[src/include/sacs_regs.vh]
`ifndef SACS_REGS_VH
`define SACS_REGS_VH

// register byte addresses on the apb bus
`define SACS_ADDR_MODE_CTRL   12'h000
`define SACS_ADDR_CHAN_SEL    12'h004
`define SACS_ADDR_SW_FULL     12'h008
`define SACS_ADDR_SW_HIGH     12'h00c
`define SACS_ADDR_SW_LOW      12'h010
`define SACS_ADDR_TMR_FULL    12'h014
`define SACS_ADDR_TMR_LOW     12'h018
`define SACS_ADDR_IRQ_FLAG    12'h01c
`define SACS_ADDR_IRQ_MASK    12'h020
`define SACS_ADDR_STATUS      12'h024

// mode control fields
`define SACS_MC_ENABLE_BIT    0
`define SACS_MC_TIME_LSB      1
`define SACS_MC_TIME_MSB      5
`define SACS_MC_RUN_BIT       7
`define SACS_MC_RESET         8'h00

// channel select fields
`define SACS_CS_CHAN_MSB      3
`define SACS_CS_TRIG_LSB      4
`define SACS_CS_TRIG_MSB      5
`define SACS_CS_RESET         8'h00
`define SACS_TRIG_SOFTWARE    2'h0

// flag and mask bit
`define SACS_DONE_BIT         0

// reset values of results
`define SACS_RESULT_FULL_RST  16'h0000
`define SACS_RESULT_BYTE_RST  8'h00

// result width
`define SACS_RES_BITS         10

// conversion time: base cycles plus per-step cycles times the time field
`define SACS_CONV_BASE        16'h0018
`define SACS_CONV_STEP        16'h0008

`endif

[src/logic/sacs_sequencer.v]
// The implementer's own choices: the APB interface to the registers and the register offsets.
`timescale 1ns/1ps
`include "sacs_regs.vh"
module sacs_sequencer #(
    parameter RES_BITS = `SACS_RES_BITS
) (
    // clock and reset
    input  wire                clk_sys,
    input  wire                rst,
    // apb slave
    input  wire                psel,
    input  wire                penable,
    input  wire                pwrite,
    input  wire [11:0]         paddr,
    input  wire [31:0]         pwdata,
    output reg  [31:0]         prdata,
    output wire                pready,
    output wire                pslverr,
    // timer trigger pulses, one per timer source
    input  wire [2:0]          trigger_timer,
    // analog front end
    input  wire                cmp_high,
    output wire                comparator_enable,
    output wire                sample_hold,
    output wire [RES_BITS-1:0] dac_code,
    output wire [3:0]          analog_channel,
    output wire [4:0]          conversion_time_select,
    // interrupt request to the interrupt controller
    output wire                conversion_done_irq
);
    localparam ST_IDLE = 2'h0;
    localparam ST_WAIT = 2'h1;
    localparam ST_SAMP = 2'h2;
    localparam ST_CONV = 2'h3;

    reg  [7:0]          converter_mode_control;
    reg  [7:0]          channel_select_register;
    reg  [15:0]         sw_result_full;
    reg  [15:0]         timer_result_full;
    reg                 done_irq_flag_bit;
    reg                 done_irq_mask_bit;
    reg  [1:0]          state;
    reg  [1:0]          next_state;
    reg  [15:0]         step_cnt;
    reg  [RES_BITS-1:0] conv_cnt;
    reg                 trig_prev;
    wire                trig_sync_sel;
    wire [2:0]          trig_sync;
    wire [RES_BITS-1:0] sar_trial;
    wire [RES_BITS-1:0] sar_mask;

    wire wr_en   = psel && penable && pwrite;
    wire rd_en   = psel && penable && !pwrite;
    wire wr_mc   = wr_en && (paddr == `SACS_ADDR_MODE_CTRL);
    wire wr_cs   = wr_en && (paddr == `SACS_ADDR_CHAN_SEL);
    wire wr_flag = wr_en && (paddr == `SACS_ADDR_IRQ_FLAG);
    wire wr_mask = wr_en && (paddr == `SACS_ADDR_IRQ_MASK);
    wire mapped  = (paddr == `SACS_ADDR_MODE_CTRL) || (paddr == `SACS_ADDR_CHAN_SEL) ||
                   (paddr == `SACS_ADDR_SW_FULL) || (paddr == `SACS_ADDR_SW_HIGH) ||
                   (paddr == `SACS_ADDR_SW_LOW) || (paddr == `SACS_ADDR_TMR_FULL) ||
                   (paddr == `SACS_ADDR_TMR_LOW) || (paddr == `SACS_ADDR_IRQ_FLAG) ||
                   (paddr == `SACS_ADDR_IRQ_MASK) || (paddr == `SACS_ADDR_STATUS);

    assign pready  = 1'b1;
    assign pslverr = psel && penable && !mapped;

    wire       run_bit   = converter_mode_control[`SACS_MC_RUN_BIT];
    wire [1:0] trig_src  = channel_select_register[`SACS_CS_TRIG_MSB:`SACS_CS_TRIG_LSB];
    wire       timer_mode = (trig_src != `SACS_TRIG_SOFTWARE);
    wire [4:0] time_sel  = converter_mode_control[`SACS_MC_TIME_MSB:`SACS_MC_TIME_LSB];

    // step length follows a time field written in the same cycle, so a run write that sets it counts right
    wire [4:0]  time_next = wr_mc ? pwdata[`SACS_MC_TIME_MSB:`SACS_MC_TIME_LSB] : time_sel;
    wire [15:0] step_len  = `SACS_CONV_BASE + (`SACS_CONV_STEP * {11'h000, time_next});

    // synchronise each timer output, select the chosen one
    genvar gi;
    generate
        for (gi = 0; gi < 3; gi = gi + 1) begin : g_trig
            sacs_sync u_sync (
                .clk_sys (clk_sys),
                .rst     (rst),
                .din     (trigger_timer[gi]),
                .dout    (trig_sync[gi])
            );
        end
    endgenerate

    assign trig_sync_sel = (trig_src == 2'h1) ? trig_sync[0] :
                           (trig_src == 2'h2) ? trig_sync[1] :
                           (trig_src == 2'h3) ? trig_sync[2] : 1'b0;
    wire trig_pulse = trig_sync_sel && !trig_prev;

    // run and stop writes, end of a step, last bit step of a conversion
    wire run_set   = wr_mc && pwdata[`SACS_MC_RUN_BIT];
    wire stop_now  = wr_mc && !pwdata[`SACS_MC_RUN_BIT];
    wire step_tick = (step_cnt == 16'h0001);
    wire conv_last = (state == ST_CONV) && step_tick && (conv_cnt == {RES_BITS{1'b0}});
    // a mode control or channel select write in the finishing cycle suppresses store and request
    wire cfg_write = wr_mc || wr_cs;
    wire conv_done = conv_last && !cfg_write;
    wire go_samp   = (next_state == ST_SAMP) && (state != ST_SAMP || wr_cs);

    sacs_sar #(
        .BITS (RES_BITS)
    ) u_sar (
        .clk_sys  (clk_sys),
        .rst      (rst),
        .start    ((state == ST_SAMP) && step_tick && !cfg_write),
        .step     ((state == ST_CONV) && step_tick),
        .cmp_high (cmp_high),
        .trial    (sar_trial),
        .mask     (sar_mask)
    );

    // sequencer next state
    always @* begin
        next_state = state;
        case (state)
            ST_IDLE: begin
                if (run_set) begin
                    next_state = timer_mode ? ST_WAIT : ST_SAMP;
                end
            end
            ST_WAIT: begin
                if (stop_now) begin
                    next_state = ST_IDLE;
                end else if (trig_pulse) begin
                    next_state = ST_SAMP;
                end
            end
            ST_SAMP, ST_CONV: begin
                if (stop_now) begin
                    next_state = ST_IDLE;
                end else if (wr_cs) begin
                    next_state = ST_SAMP;
                end else if (state == ST_SAMP && step_tick) begin
                    next_state = ST_CONV;
                end else if (conv_last) begin
                    next_state = timer_mode ? ST_WAIT : ST_SAMP;
                end
            end
            default: begin
                next_state = ST_IDLE;
            end
        endcase
    end

    always @(posedge clk_sys) begin
        if (rst) begin
            state     <= ST_IDLE;
            step_cnt  <= 16'h0000;
            conv_cnt  <= {RES_BITS{1'b0}};
            trig_prev <= 1'b0;
        end else begin
            state     <= next_state;
            trig_prev <= trig_sync_sel;
            if (go_samp) begin
                step_cnt <= step_len;
            end else if (step_tick) begin
                step_cnt <= step_len;
            end else if (step_cnt != 16'h0000) begin
                step_cnt <= step_cnt - 16'h0001;
            end
            if (state == ST_SAMP) begin
                conv_cnt <= RES_BITS[RES_BITS-1:0] - {{(RES_BITS-1){1'b0}}, 1'b1};
            end else if ((state == ST_CONV) && step_tick && (conv_cnt != {RES_BITS{1'b0}})) begin
                conv_cnt <= conv_cnt - {{(RES_BITS-1){1'b0}}, 1'b1};
            end
        end
    end

    // final decided code including the last bit
    wire [RES_BITS-1:0] final_code = cmp_high ? sar_trial : (sar_trial & ~sar_mask);

    // registers written by software and results
    always @(posedge clk_sys) begin
        if (rst) begin
            converter_mode_control  <= `SACS_MC_RESET;
            channel_select_register <= `SACS_CS_RESET;
            sw_result_full          <= `SACS_RESULT_FULL_RST;
            timer_result_full       <= `SACS_RESULT_FULL_RST;
            done_irq_flag_bit       <= 1'b0;
            done_irq_mask_bit       <= 1'b0;
        end else begin
            if (wr_mc) begin
                converter_mode_control <= pwdata[7:0];
            end
            if (wr_cs) begin
                channel_select_register <= pwdata[7:0];
            end
            if (wr_mask) begin
                done_irq_mask_bit <= pwdata[`SACS_DONE_BIT];
            end
            if (conv_done) begin
                done_irq_flag_bit <= 1'b1;
            end else if (wr_flag) begin
                done_irq_flag_bit <= pwdata[`SACS_DONE_BIT];
            end
            if (conv_done && timer_mode) begin
                timer_result_full <= {{(16-RES_BITS){1'b0}}, final_code};
            end else if (conv_done) begin
                sw_result_full <= {{(16-RES_BITS){1'b0}}, final_code};
            end
        end
    end

    // apb read data
    always @* begin
        prdata = 32'h0000_0000;
        if (rd_en) begin
            case (paddr)
                `SACS_ADDR_MODE_CTRL: prdata = {24'h000000, converter_mode_control};
                `SACS_ADDR_CHAN_SEL:  prdata = {24'h000000, channel_select_register};
                `SACS_ADDR_SW_FULL:   prdata = {16'h0000, sw_result_full};
                `SACS_ADDR_SW_HIGH:   prdata = {24'h000000, sw_result_full[RES_BITS-1:RES_BITS-8]};
                `SACS_ADDR_SW_LOW:    prdata = {24'h000000, sw_result_full[7:0]};
                `SACS_ADDR_TMR_FULL:  prdata = {16'h0000, timer_result_full};
                `SACS_ADDR_TMR_LOW:   prdata = {24'h000000, timer_result_full[7:0]};
                `SACS_ADDR_IRQ_FLAG:  prdata = {31'h00000000, done_irq_flag_bit};
                `SACS_ADDR_IRQ_MASK:  prdata = {31'h00000000, done_irq_mask_bit};
                `SACS_ADDR_STATUS:    prdata = {30'h00000000, state};
                default:              prdata = 32'h0000_0000;
            endcase
        end
    end

    assign comparator_enable      = converter_mode_control[`SACS_MC_ENABLE_BIT];
    assign sample_hold            = (state == ST_SAMP);
    assign dac_code               = sar_trial;
    assign analog_channel         = channel_select_register[`SACS_CS_CHAN_MSB:0];
    assign conversion_time_select = time_sel;
    assign conversion_done_irq    = done_irq_flag_bit && !done_irq_mask_bit;
endmodule // sacs_sequencer

[src/logic/sacs_sync.v]
`timescale 1ns/1ps
// three-stage synchroniser with agreement of the last two stages
module sacs_sync (
    // clock and reset
    input  wire clk_sys,
    input  wire rst,
    // pin in, clean level out
    input  wire din,
    output reg  dout
);
    reg s1;
    reg s2;
    reg s3;

    always @(posedge clk_sys) begin
        if (rst) begin
            s1   <= 1'b0;
            s2   <= 1'b0;
            s3   <= 1'b0;
            dout <= 1'b0;
        end else begin
            s1 <= din;
            s2 <= s1;
            s3 <= s2;
            if (s2 == s3) begin
                dout <= s3;
            end
        end
    end
endmodule // sacs_sync

[src/logic/sacs_sar.v]
`timescale 1ns/1ps
`include "sacs_regs.vh"
// successive approximation register, one bit decided per step
module sacs_sar #(
    parameter BITS = `SACS_RES_BITS
) (
    // clock and reset
    input  wire            clk_sys,
    input  wire            rst,
    // control
    input  wire            start,
    input  wire            step,
    input  wire            cmp_high,
    // state
    output reg  [BITS-1:0] trial,
    output reg  [BITS-1:0] mask
);
    always @(posedge clk_sys) begin
        if (rst) begin
            trial <= {BITS{1'b0}};
            mask  <= {BITS{1'b0}};
        end else if (start) begin
            trial <= {1'b1, {(BITS-1){1'b0}}};
            mask  <= {1'b1, {(BITS-1){1'b0}}};
        end else if (step && (mask != {BITS{1'b0}})) begin
            trial <= (cmp_high ? trial : (trial & ~mask)) | (mask >> 1);
            mask  <= mask >> 1;
        end
    end
endmodule // sacs_sar

[config.mk]
export PLATFORM = sky130hd
export DESIGN_NAME = sacs_sequencer
export DESIGN_NICKNAME = d
export VERILOG_FILES = /design/src/logic/sacs_sequencer.v /design/src/logic/sacs_sync.v /design/src/logic/sacs_sar.v
export VERILOG_INCLUDE_DIRS = /design/src /design/src/include
export SDC_FILE = /design/constraint.sdc
export NUM_CORES = 1
export LEC_CHECK = 0
export BUFFER_PORTS_ARGS = -buffer_cell sky130_fd_sc_hd__buf_4
export CAP_MARGIN = 10
export CORE_ASPECT_RATIO = 1.25
export CORE_MARGIN = 5
export CORE_UTILIZATION = 30
export DETAILED_ROUTE_END_ITERATION = 7
export PLACE_DENSITY = 0.58
export SYNTH_ARGS = -nofsm -noshare
export SYNTH_HDL_FRONTEND = slang
export SYNTH_SLANG_ARGS = --single-unit
[constraint.sdc]
create_clock -name clk_sys -period 2.9 [get_ports clk_sys]
set_input_delay 0.29 -clock clk_sys [delete_from_list [all_inputs] [get_ports clk_sys]]
set_output_delay 0.29 -clock clk_sys [all_outputs]
set_load 0.05 [all_outputs]
**After elaboration in Yosys (flattened, before gate mapping)**

Cells that the tools add are included.

- Register bits: 99
- Bits of input ports: 53
- Output and inout port bits: 56
- Logic and storage cells: 135

- Add/sub/neg operators: 3
- Eq/ne operators: 21
- Multiplexer cells: 27
- Bitwise gates (word level): 4
- Reduce and logical (&&, ||, !) cells: 53

Operators with widths:

| kind | count |
|---|---|
| one-hot mux 10 bit (10 select lines) | 1 |
| two-way mux 10 bit | 6 |
| == test 12 x 5 -> 1 bit (second input constant) | 4 |
| two-way mux 16 bit | 3 |
| == test 12 x 4 -> 1 bit (second input constant) | 2 |
| == test 12 x 6 -> 1 bit (second input constant) | 2 |
| logical AND 1 bit | 21 |
| nonzero test 10 bit | 2 |
| == test 16 x 1 -> 1 bit (second input constant) | 1 |
| two-way mux 2 bit | 8 |
| nonzero test 16 bit | 1 |
| subtractor 16 x 1 -> 16 bit (second input constant) | 1 |
| == test 12 x 3 -> 1 bit (second input constant) | 1 |
| zero test 12 bit | 1 |
| logical OR 1 bit | 11 |
| AND 10 bit | 1 |
| == test 2 bit (second input constant) | 5 |
| zero test 10 bit | 1 |
| NOT 10 bit | 1 |
| OR 10 x 9 -> 10 bit | 1 |
| subtractor 10 x 1 -> 10 bit (second input constant) | 1 |
| adder 5 x 8 -> 9 bit (first input constant) | 1 |
| two-way mux 4 bit | 2 |
| nonzero test 2 bit | 4 |
| other kinds (12) | 26 |

**Depth between registers and ports, before layout**

Gate-level depths: netlist of the first run.

- Depth after elaboration: 12
- Mapped depth: 11
- Gate-level depth less buffers: 9

**Cells and area by module**

From an unflattened synthesis of the first run, not the netlist that was laid out.

- Cells, all modules: 602
- Area, all modules: 5143.7 sq um

By module, submodules not included:

| module | instances | cells an instance | area each (sq um) | sequential area each (sq um) |
|---|---|---|---|---|
| sacs_sequencer | 1 | 485 | 4040.1 | 1341.3 |
| sacs_sar | 1 | 87 | 765.7 | 400.4 |
| sacs_sync | 3 | 10 | 112.6 | 80.1 |

**Worst setup path after synthesis of the first run**

OpenSTA, ideal clock, no wires.

- Path kind: input -> output
- Start point: input port paddr[7]
- End point: output port prdata[1]
- Arrival time: 3204 ps
- Required time: 2610 ps
- Path slack: -594 ps
- Cell stages on the path: 7
- Buffers on the path: 1
- Path through: or4_1 -> clkbuf_1 -> nor3_1 -> nand2_1 -> nor4_1 -> a22oi_1 -> a31oi_1

- Word-level cells in the longest chain between the ends: 3
- Elaborated cells between the ends (all ways): 12

RTL lines:

| what | line | source |
|---|---|---|
| start: declaration | sacs_sequencer.v:14 | `input wire [11:0] paddr,` |
| == test 12 x 6 -> 1 bit, or another cell as far along | sacs_sequencer.v:212 | `case (paddr)` |
| one-hot mux 10 bit (10 select lines) (*) | sacs_sequencer.v:212 |  |
| two-way mux 10 bit (*) | sacs_sequencer.v:211 | `if (rd_en) begin` |
| end: declaration | sacs_sequencer.v:16 | `output reg [31:0] prdata,` |

Every way passes the cells marked *; elsewhere a longest branch is shown, timed or not.

**Final worst setup path of the first run**

- Start point: register step_cnt[1]
- End point: register step_cnt[4]

- Word-level cells in the longest chain between the ends: 11
- Elaborated cells between the ends (all ways): 17

RTL lines:

| what | line | source |
|---|---|---|
| start: declaration | sacs_sequencer.v:44 | `reg [15:0] step_cnt;` |
| start signal: assignment | sacs_sequencer.v:159 | `step_cnt <= step_len;` |
| start signal: assignment | sacs_sequencer.v:161 | `step_cnt <= step_len;` |
| start signal: assignment | sacs_sequencer.v:163 | `step_cnt <= step_cnt - 16'h0001;` |
| == test 16 x 1 -> 1 bit | sacs_sequencer.v:97 | `wire step_tick = (step_cnt == 16'h0001);` |
| logical AND 1 bit (2 in series) | sacs_sequencer.v:98 | `wire conv_last = (state == ST_CONV) && step_tick && (conv_cnt == {RES_BITS{1'b0}});` |
| two-way mux 2 bit | sacs_sequencer.v:139 | `end else if (conv_last) begin` |
| two-way mux 2 bit | sacs_sequencer.v:137 | `end else if (state == ST_SAMP && step_tick) begin` |
| two-way mux 2 bit | sacs_sequencer.v:135 | `end else if (wr_cs) begin` |
| two-way mux 2 bit | sacs_sequencer.v:133 | `if (stop_now) begin` |
| one-hot mux 2 bit (3 select lines) | sacs_sequencer.v:119 | `case (state)` |
| == test 2 bit | sacs_sequencer.v:102 | `wire go_samp = (next_state == ST_SAMP) && (state != ST_SAMP \|\| wr_cs);` |
| logical AND 1 bit | sacs_sequencer.v:102 |  |
| nonzero test 3 bit (no source line) / two-way mux 16 bit (equally long branches) | - |  |

Several ways; a longest one is shown, not always the timed one. The select of a mux whose other input is x is not followed.
A chain may end at the register's enable or synchronous reset.

==> results of run 1 <==
-- metrics by stage --
| stage | hold WS, ns | power (W) | cells | setup slack [ns] |
|---|---|---|---|---|
| finish | 0.145 | 0.00389 | 892 | 0.141 |
| detailed placement | 0.429 | 0.00252 | 876 | -0.155 |
| global placement | 0.421 | 0.00249 | 876 | -0.125 |
| global route | 0.147 | 0.00410 | 892 | 0.00298 |
| CTS | 0.132 | 0.00392 | 892 | 0.0489 |
| floorplan | 0.414 | 0.00229 | 622 | -0.162 |
-- cell usage after synthesis, types with 2 or more instances --
library cell / instances
a211oi_1: 3
a21boi_0: 10
a21oi_1: 48
a221oi_1: 2
a222oi_1: 6
a22oi_1: 9
a31oi_1: 3
and3_1: 7
and4_1: 2
buf_1: 2
buf_2: 2
buf_4: 32
buf_6: 3
clkbuf_1: 21
conb_1: 2
dfxtp_1: 99
ha_1: 5
inv_1: 9
mux2i_1: 31
nand2_1: 83
nand2b_1: 5
nand3_1: 12
nand3b_1: 6
nand4_1: 6
nand4b_1: 2
nor2_1: 64
nor2_2: 2
nor2b_1: 12
nor3_1: 20
nor3b_1: 2
nor4_1: 13
nor4_2: 2
o21ai_0: 13
or2_2: 3
or3_1: 2
or4_1: 7
or4b_2: 3
xnor2_1: 12
xor2_1: 14
-- power by group through the flow --
stage	clock, W	sequential (W)	combinational, W
final	0.00139	0.00152	0.000977
after global routing	0.00149	0.00153	0.00108
after CTS	0.00143	0.00152	0.000971
after detailed placement	0	0.00155	0.000967
after global placement	0	0.00155	0.000941
after floorplan	0	0.00153	0.000764
-- area by class of cell --
cell class	count	area, µm²	area share, %
clock buffers	9	225	3.65
repair buffers	98	764	12.4
clock inverters	7	123	1.99
flip-flops and latches	99	1980	32.1
well taps	216	270	4.38
inverters	9	33.8	0.547
multi-input cells	454	2780	45.0
-- state kept, by name (all words and copies together) (netlist names) --
| signal | cells |
|---|---|
| channel_select_register | 8 |
| conv_cnt | 10 |
| converter_mode_control | 8 |
| done_irq_flag_bit | 1 |
| done_irq_mask_bit | 1 |
| g_trig.u_sync.dout | 3 |
| g_trig.u_sync.s1 | 3 |
| g_trig.u_sync.s2 | 3 |
| g_trig.u_sync.s3 | 3 |
| state | 2 |
| step_cnt | 16 |
| sw_result_full | 10 |
| timer_result_full | 10 |
| trig_prev | 1 |
| u_sar.mask | 10 |
| u_sar.trial | 10 |
-- worst max-delay path, delay by kind of cell, from the launching register on --
kind | cells | cell delay, ns
compound gates | 3 | 0.61
buf+inv | 3 | 0.50
fa+ha+maj | 1 | 0.20
simple gates | 3 | 1.03
flops | 1 | 0.32
-- kinds of logic after synthesis --
group	after synthesis
AOI/OAI and AO/OA	107
and+or+nand+nor	260
buffers and inverters	69
xor gates and xnor gates	26
other	2
adders and majority gates	5
DFF	99
muxes	33
-- metal layers --
metal	vias to the layer above	wire length, µm	track usage, %
met4	0	301	5.68
met5	-	0	0
met3	22	573	2.67
met2	98	7250	26.1
li1	2196	-	-
met1	2154	5470	15.9
-- what timing repair did --
| action | 4_1_cts | 5_1_grt |
|---|---|---|
| hold buffers | 0 | 0 |
| endpoints found under the setup margin | 0 | 30 |
| resized for setup | 0 | 5 |
-- worst min path at each step --
stage	depth (start not counted)	to	start
floorplan	1	g_trig[0].u_sync.s2$_SDFF_PP0_	g_trig[0].u_sync.s1$_SDFF_PP0_
global placement	1	g_trig[2].u_sync.s2$_SDFF_PP0_	g_trig[2].u_sync.s1$_SDFF_PP0_
detailed placement	1	g_trig[2].u_sync.s2$_SDFF_PP0_	g_trig[2].u_sync.s1$_SDFF_PP0_
CTS	2	g_trig[0].u_sync.s1$_SDFF_PP0_	trigger_timer[0]
global route	2	g_trig[0].u_sync.s1$_SDFF_PP0_	trigger_timer[0]
finish	2	g_trig[2].u_sync.s1$_SDFF_PP0_	trigger_timer[2]
==> flow_summary.ini, run 1 <==
[status]
status = finished, final reports clean

[clock_network]
h-tree-depth = 3
path_clk_slew_ns = 0.07
clock-sinks = 99
clockBufferDepth = 2
clk_latency_ns = 0.35
clockRootBuffer = clkbuf_16
cts_tree = yes
cts_setup_buffers = 0
cts_made_buffers = 9

[synth]
synth_flop_cell = dfxtp_1
ys_seq_area_share_pct = 39.8
synth_area_leaders = dfxtp_1 40%, nand2_1 6.3%, mux2i_1 6.2%
synth_top_family_by_area = simple AND/OR/NAND/NOR gates
synth_seq_cells = 99
async_reset_ff_share_pct = 0
synth-xor-area-share_pct = 4.58
synth_fa_ha_area_share_pct = 1.26
syn_inst = 601
avgSynthCellArea_um2 = 8.28
synthMuxAreaShare_pct = 6.69
synth_area_um2 = 4980
synth_compound_gate_area_share_pct = 13.5
synth_top_cell_area_share_pct = 39.8
ys_warn_count = 0
synth_edf_count = 0
synth_simple_gate_area_share_pct = 25.8
yosysTopAreaCell = dfxtp_1
ys_types = 61

[grt]
grt_pass1_vias = 4435
grt_use_total_pct = 14.1
grt_start_max_net_pins = 60
grt_antenna_before_repair = 0
grt_pass1_wl_um = 22400
overflow = 0

[route]
drt-initial-drc-count = 311
routedWlPerCell_um = 15.2
ant_nets = 0
dr.pass1.iters = 5
viasPerCell = 5.01
drc_errors = 0
vias = 4470
wl_um = 13600

[timing]
post-route-period-util_pct = 95.1
setup_tns_ns = 0
finalSetupViolations = 0
hold_viol_final = 0
period_minus_slack_ns = 2.76
drv_slew = 0
rsz0062_at_grt = no
fin_skew_ns = 0.00753
max_slew_margin_pct = 55.3
fmaxAchievable_mhz = 362
tightest_slew_ns = 0.665

[setup_path]
max_stage_delay_ns = 0.61
reg2reg_slack_ns = 0.14
crit_type = reg2reg
path_max_fanout = 8
r2r-start = step_cnt[1]$_SDFFE_PP0P_
rr_worst_depth = 10
cp_data_required_time_ns = 3.15
critPathLaunchType = register
regToRegEndpoint = step_cnt[4]$_SDFFE_PP0P_
slowest_stage = or4b_2
cp_cell_sequence = inv_1, ha_1, or4b_2, nor4_2, buf_4, o211a_1, a21oi_2, or2_1, buf_4, o41ai_1
crit_top_cell = buf_4
cp.arrival_ns = 3.01
critPathCapture = step_cnt[4]$_SDFFE_PP0P_
startpoint = step_cnt[1]$_SDFFE_PP0P_
cp-end-kind = register

[hold_path]
min_path_type = in2reg

[power_and_ir_drop]
p_sw_share_pct = 30.5
ir_drop_uv = 306
power_frac_comb_pct = 25.1
clkPwrFrac_pct = 35.7
p_leak_nw = 2.29
powerDensity_nw_per_um2 = 630
intPower_w = 0.00270
power_frac_seq_pct = 39.2
p_sw_w = 0.00119

[cells_and_area]
antenna_cells = 0
areaGrowthSynthToFinish_pct = 24.1
final_cell_mix = 99 x dfxtp_1, 95 x buf_4, 83 x nand2_1
nFillCells = 1694
drive_gt1_share_pct = 22.0
stdcell_area_um2 = 6170
fin_nets = 729
final_common_cell = dfxtp_1
final_util_pct = 38.0

[placement]
placed_area_um2 = 5800
portBuffers = 61
finalWeightedCongestion = 0.837
hpwl_um = 10400

[floorplan]
placementRows = 52
die_w_um = 125
core-area_um2 = 16300
die_area_um2 = 19300
die_y_um = 154
initial_core_util_pct = 30.6
ios = 109

[job]
drv_cap = 0
No activity file was read; power rests on OpenSTA's default activity.
==> run 2: changes to the inputs <==
- ABC_AREA: unset -> 1
- CELL_PAD_IN_SITES_DETAIL_PLACEMENT: unset -> 1
- CELL_PAD_IN_SITES_GLOBAL_PLACEMENT: unset -> 1
- PLACE_DENSITY: 0.58 -> 0.74
==> run 2 against run 1 <==
Count of clock-buffer cells in the layout grew 1; non-clock buffer count down 29; hold slack got worse by 0.014 ns; fmax up 11%; routed wire length up 6.0%; register-to-register slack improved by 0.42 ns; power rose by 1.0%; synthesized cell count increased by 26%; cell count is 16% higher; critical path type is now in2out; sequential share of layout area grew 0.16 points; critical path depth rose by 1; clock power shrank 7%.
==> flow_summary.ini, run 2 <==
[placement]
portBuffers = 61
post-place-cells = 1022
hpwl_um = 11100
finalWeightedCongestion = 0.809
placed_area_um2 = 5820

[cells_and_area]
stdcell_area_um2 = 6140
largest_register = step_cnt
fin_nets = 867
final_common_cell = inv_1
largest_register_ffs = 16
antenna_cells = 0
areaGrowthSynthToFinish_pct = 16.7
drive_gt1_share_pct = 15.4
stdcell_count = 1038
final_cell_mix = 127 x inv_1, 107 x nand2_1, 99 x dfxtp_1

[clock_network]
cts_tree = yes
ctsResizeCount = 0
h-tree-depth = 3
cts_made_buffers = 9
path_clk_slew_ns = 0.07
clk_latency_ns = 0.36
clockRootBuffer = clkbuf_16
cts_setup_buffers = 0
clock-sinks = 99
ctsHoldBuffers = 0
clockBufferDepth = 2

[setup_path]
critPathLaunchType = input port
cp_data_required_time_ns = 2.61
cp.buffers_inverters = 4
slowest_stage = nand4_2
r2r-start = conv_cnt[0]$_SDFFE_PP0P_
regToRegEndpoint = step_cnt[2]$_SDFFE_PP0P_
max_stage_delay_ns = 0.24
cp-end-kind = primary output
rr_worst_depth = 15
cp.arrival_ns = 2.20
path_delay_family = simple AND/OR/NAND/NOR gates
crit_type = in2out
path_max_fanout = 10
crit_cells = 11
startpoint = paddr[11]
cp_cell_sequence = buf_4, nor2_1, nand3_1, inv_1, nand2_1, inv_1, nand2_1, nand4_1, nand4_2, a21oi_1, buf_4
critPathCapture = prdata[6]
reg2reg_slack_ns = 0.56

[floorplan]
die_area_um2 = 20300
placementRows = 54
die_y_um = 158
die_w_um = 128
initial_core_util_pct = 30.3
core-area_um2 = 17400
ios = 109

[synth]
ys_seq_area_share_pct = 37.7
synth_most_common_cell = inv_1
synth_top_cell_area_share_pct = 37.7
synth_edf_count = 0
async_reset_ff_share_pct = 0
synth_flop_cell = dfxtp_1
ys_types = 44
yosys-top-cells-count = 127 x inv_1, 107 x nand2_1, 99 x dfxtp_1, 89 x nor2_1, 71 x o21ai_0
avgSynthCellArea_um2 = 6.95
ys_warn_count = 0
yosysTopAreaCell = dfxtp_1
syn_inst = 757
synth_area_leaders = dfxtp_1 38%, inv_1 9.1%, nand2_1 7.6%
synth_area_um2 = 5260
synth_seq_cells = 99

[route]
routedWlPerCell_um = 13.9
drt-initial-drc-count = 185
dr.pass1.iters = 4
ant_nets = 0
drc_errors = 0
vias = 4810
viasPerCell = 4.63
wl_um = 14400

[timing]
hold_viol_final = 0
post-route-period-util_pct = 85.9
fin_skew_ns = 0.0159
rsz0062_at_grt = no
finalSetupViolations = 0
setup_tns_ns = 0
drv_slew = 0
fmaxAchievable_mhz = 401
tightest_slew_ns = 0.988
max_slew_margin_pct = 34.0
period_minus_slack_ns = 2.49

[grt]
grt_use_total_pct = 14.7
grt_pass1_vias = 4815
grt_antenna_before_repair = 0
grt_pass1_wl_um = 23800
overflow = 0
grt_start_max_net_pins = 43

[status]
status = finished, final reports clean

[power_and_ir_drop]
total_power_w = 0.00393
powerDensity_nw_per_um2 = 640
ir_drop_uv = 348
p_leak_nw = 2.76

[hold_path]
min_path_type = in2reg
hold_path_depth = 3

[job]
drv_cap = 0
==> run 2: cell types whose count changed after synthesis, sizes merged, moves of 12 or more <==
cell	change
nand3	+24
o21ai	+59
nand2	+30
inv	+124
nor2	+38
a21oi	+17
mux2i	-31
nor2b	-12
==> run 2: worst min path at each step <==
stage / startpoint / endpoint / slack [ns]
after floorplan: g_trig[0].u_sync.s1$_SDFF_PP0_ / g_trig[0].u_sync.s2$_SDFF_PP0_ / 0.39
after global placement: g_trig[0].u_sync.s1$_SDFF_PP0_ / g_trig[0].u_sync.s2$_SDFF_PP0_ / 0.39
after detailed placement: g_trig[0].u_sync.s1$_SDFF_PP0_ / g_trig[0].u_sync.s2$_SDFF_PP0_ / 0.40
after CTS: trigger_timer[0] / g_trig[0].u_sync.s1$_SDFF_PP0_ / 0.12
after global routing: trigger_timer[0] / g_trig[0].u_sync.s1$_SDFF_PP0_ / 0.13
final: trigger_timer[0] / g_trig[0].u_sync.s1$_SDFF_PP0_ / 0.13
==> run 2: metal layers <==
layer	GRT usage (%)	up-vias	routed length, µm
met5	0	-	0
met4	6.02	0	315
met3	2.50	16	492
met2	27.1	79	7590
met1	16.6	2254	6020
li1	-	2461	-
==> run 2: cell families after synthesis <==
| logic type | after synthesis | synth area share, % |
|---|---|---|
| buffers and inverters | 183 | 15.6 |
| DFF | 99 | 37.7 |
| adders and majority gates | 5 | 1.19 |
| other | 2 | 0.143 |
| xor gates and xnor gates | 18 | 3.00 |
| and+or+nand+nor | 290 | 25.5 |
| AOI/OAI and AO/OA | 160 | 16.9 |
==> run 2: layout make-up <==
class,instances,area (µm²)
clock inverter,6,78.8
tap,224,280
inverter,134,503
fill,2226,11200
multi-input combinational,496,2540
clock buffer,10,239
timing repair buffer,69,518
sequential,99,1980
==> run 2: power breakdown <==
| group | switching [W] | internal (W) | leakage (nW) |
|---|---|---|---|
| Clock | 0.000579 | 0.000712 | 0.157 |
| Sequential | 0.0000866 | 0.00146 | 0.801 |
| Combinational | 0.000683 | 0.000409 | 1.80 |
==> run 2: worst reg2reg max path: cells and delay by family, from the launching register on <==
family / cells / cell delay [ns]
buffers and inverters: 2 / 0.23
flip-flops: 1 / 0.30
AO/OA/AOI/OAI: 1 / 0.26
AND/OR/NAND/NOR: 11 / 1.22
adder cells (fa/ha/maj): 1 / 0.18
==> run 2: through the flow <==
stage | utilization, % | worst slack (ns) | hold WS, ns
finish | 35.4 | 0.409 | 0.131
CTS | 35.4 | 0.253 | 0.122
detailed placement | 33.5 | 0.285 | 0.398
floorplan | - | 0.368 | 0.388
global route | 35.4 | 0.165 | 0.134
global placement | 33.5 | 0.397 | 0.395
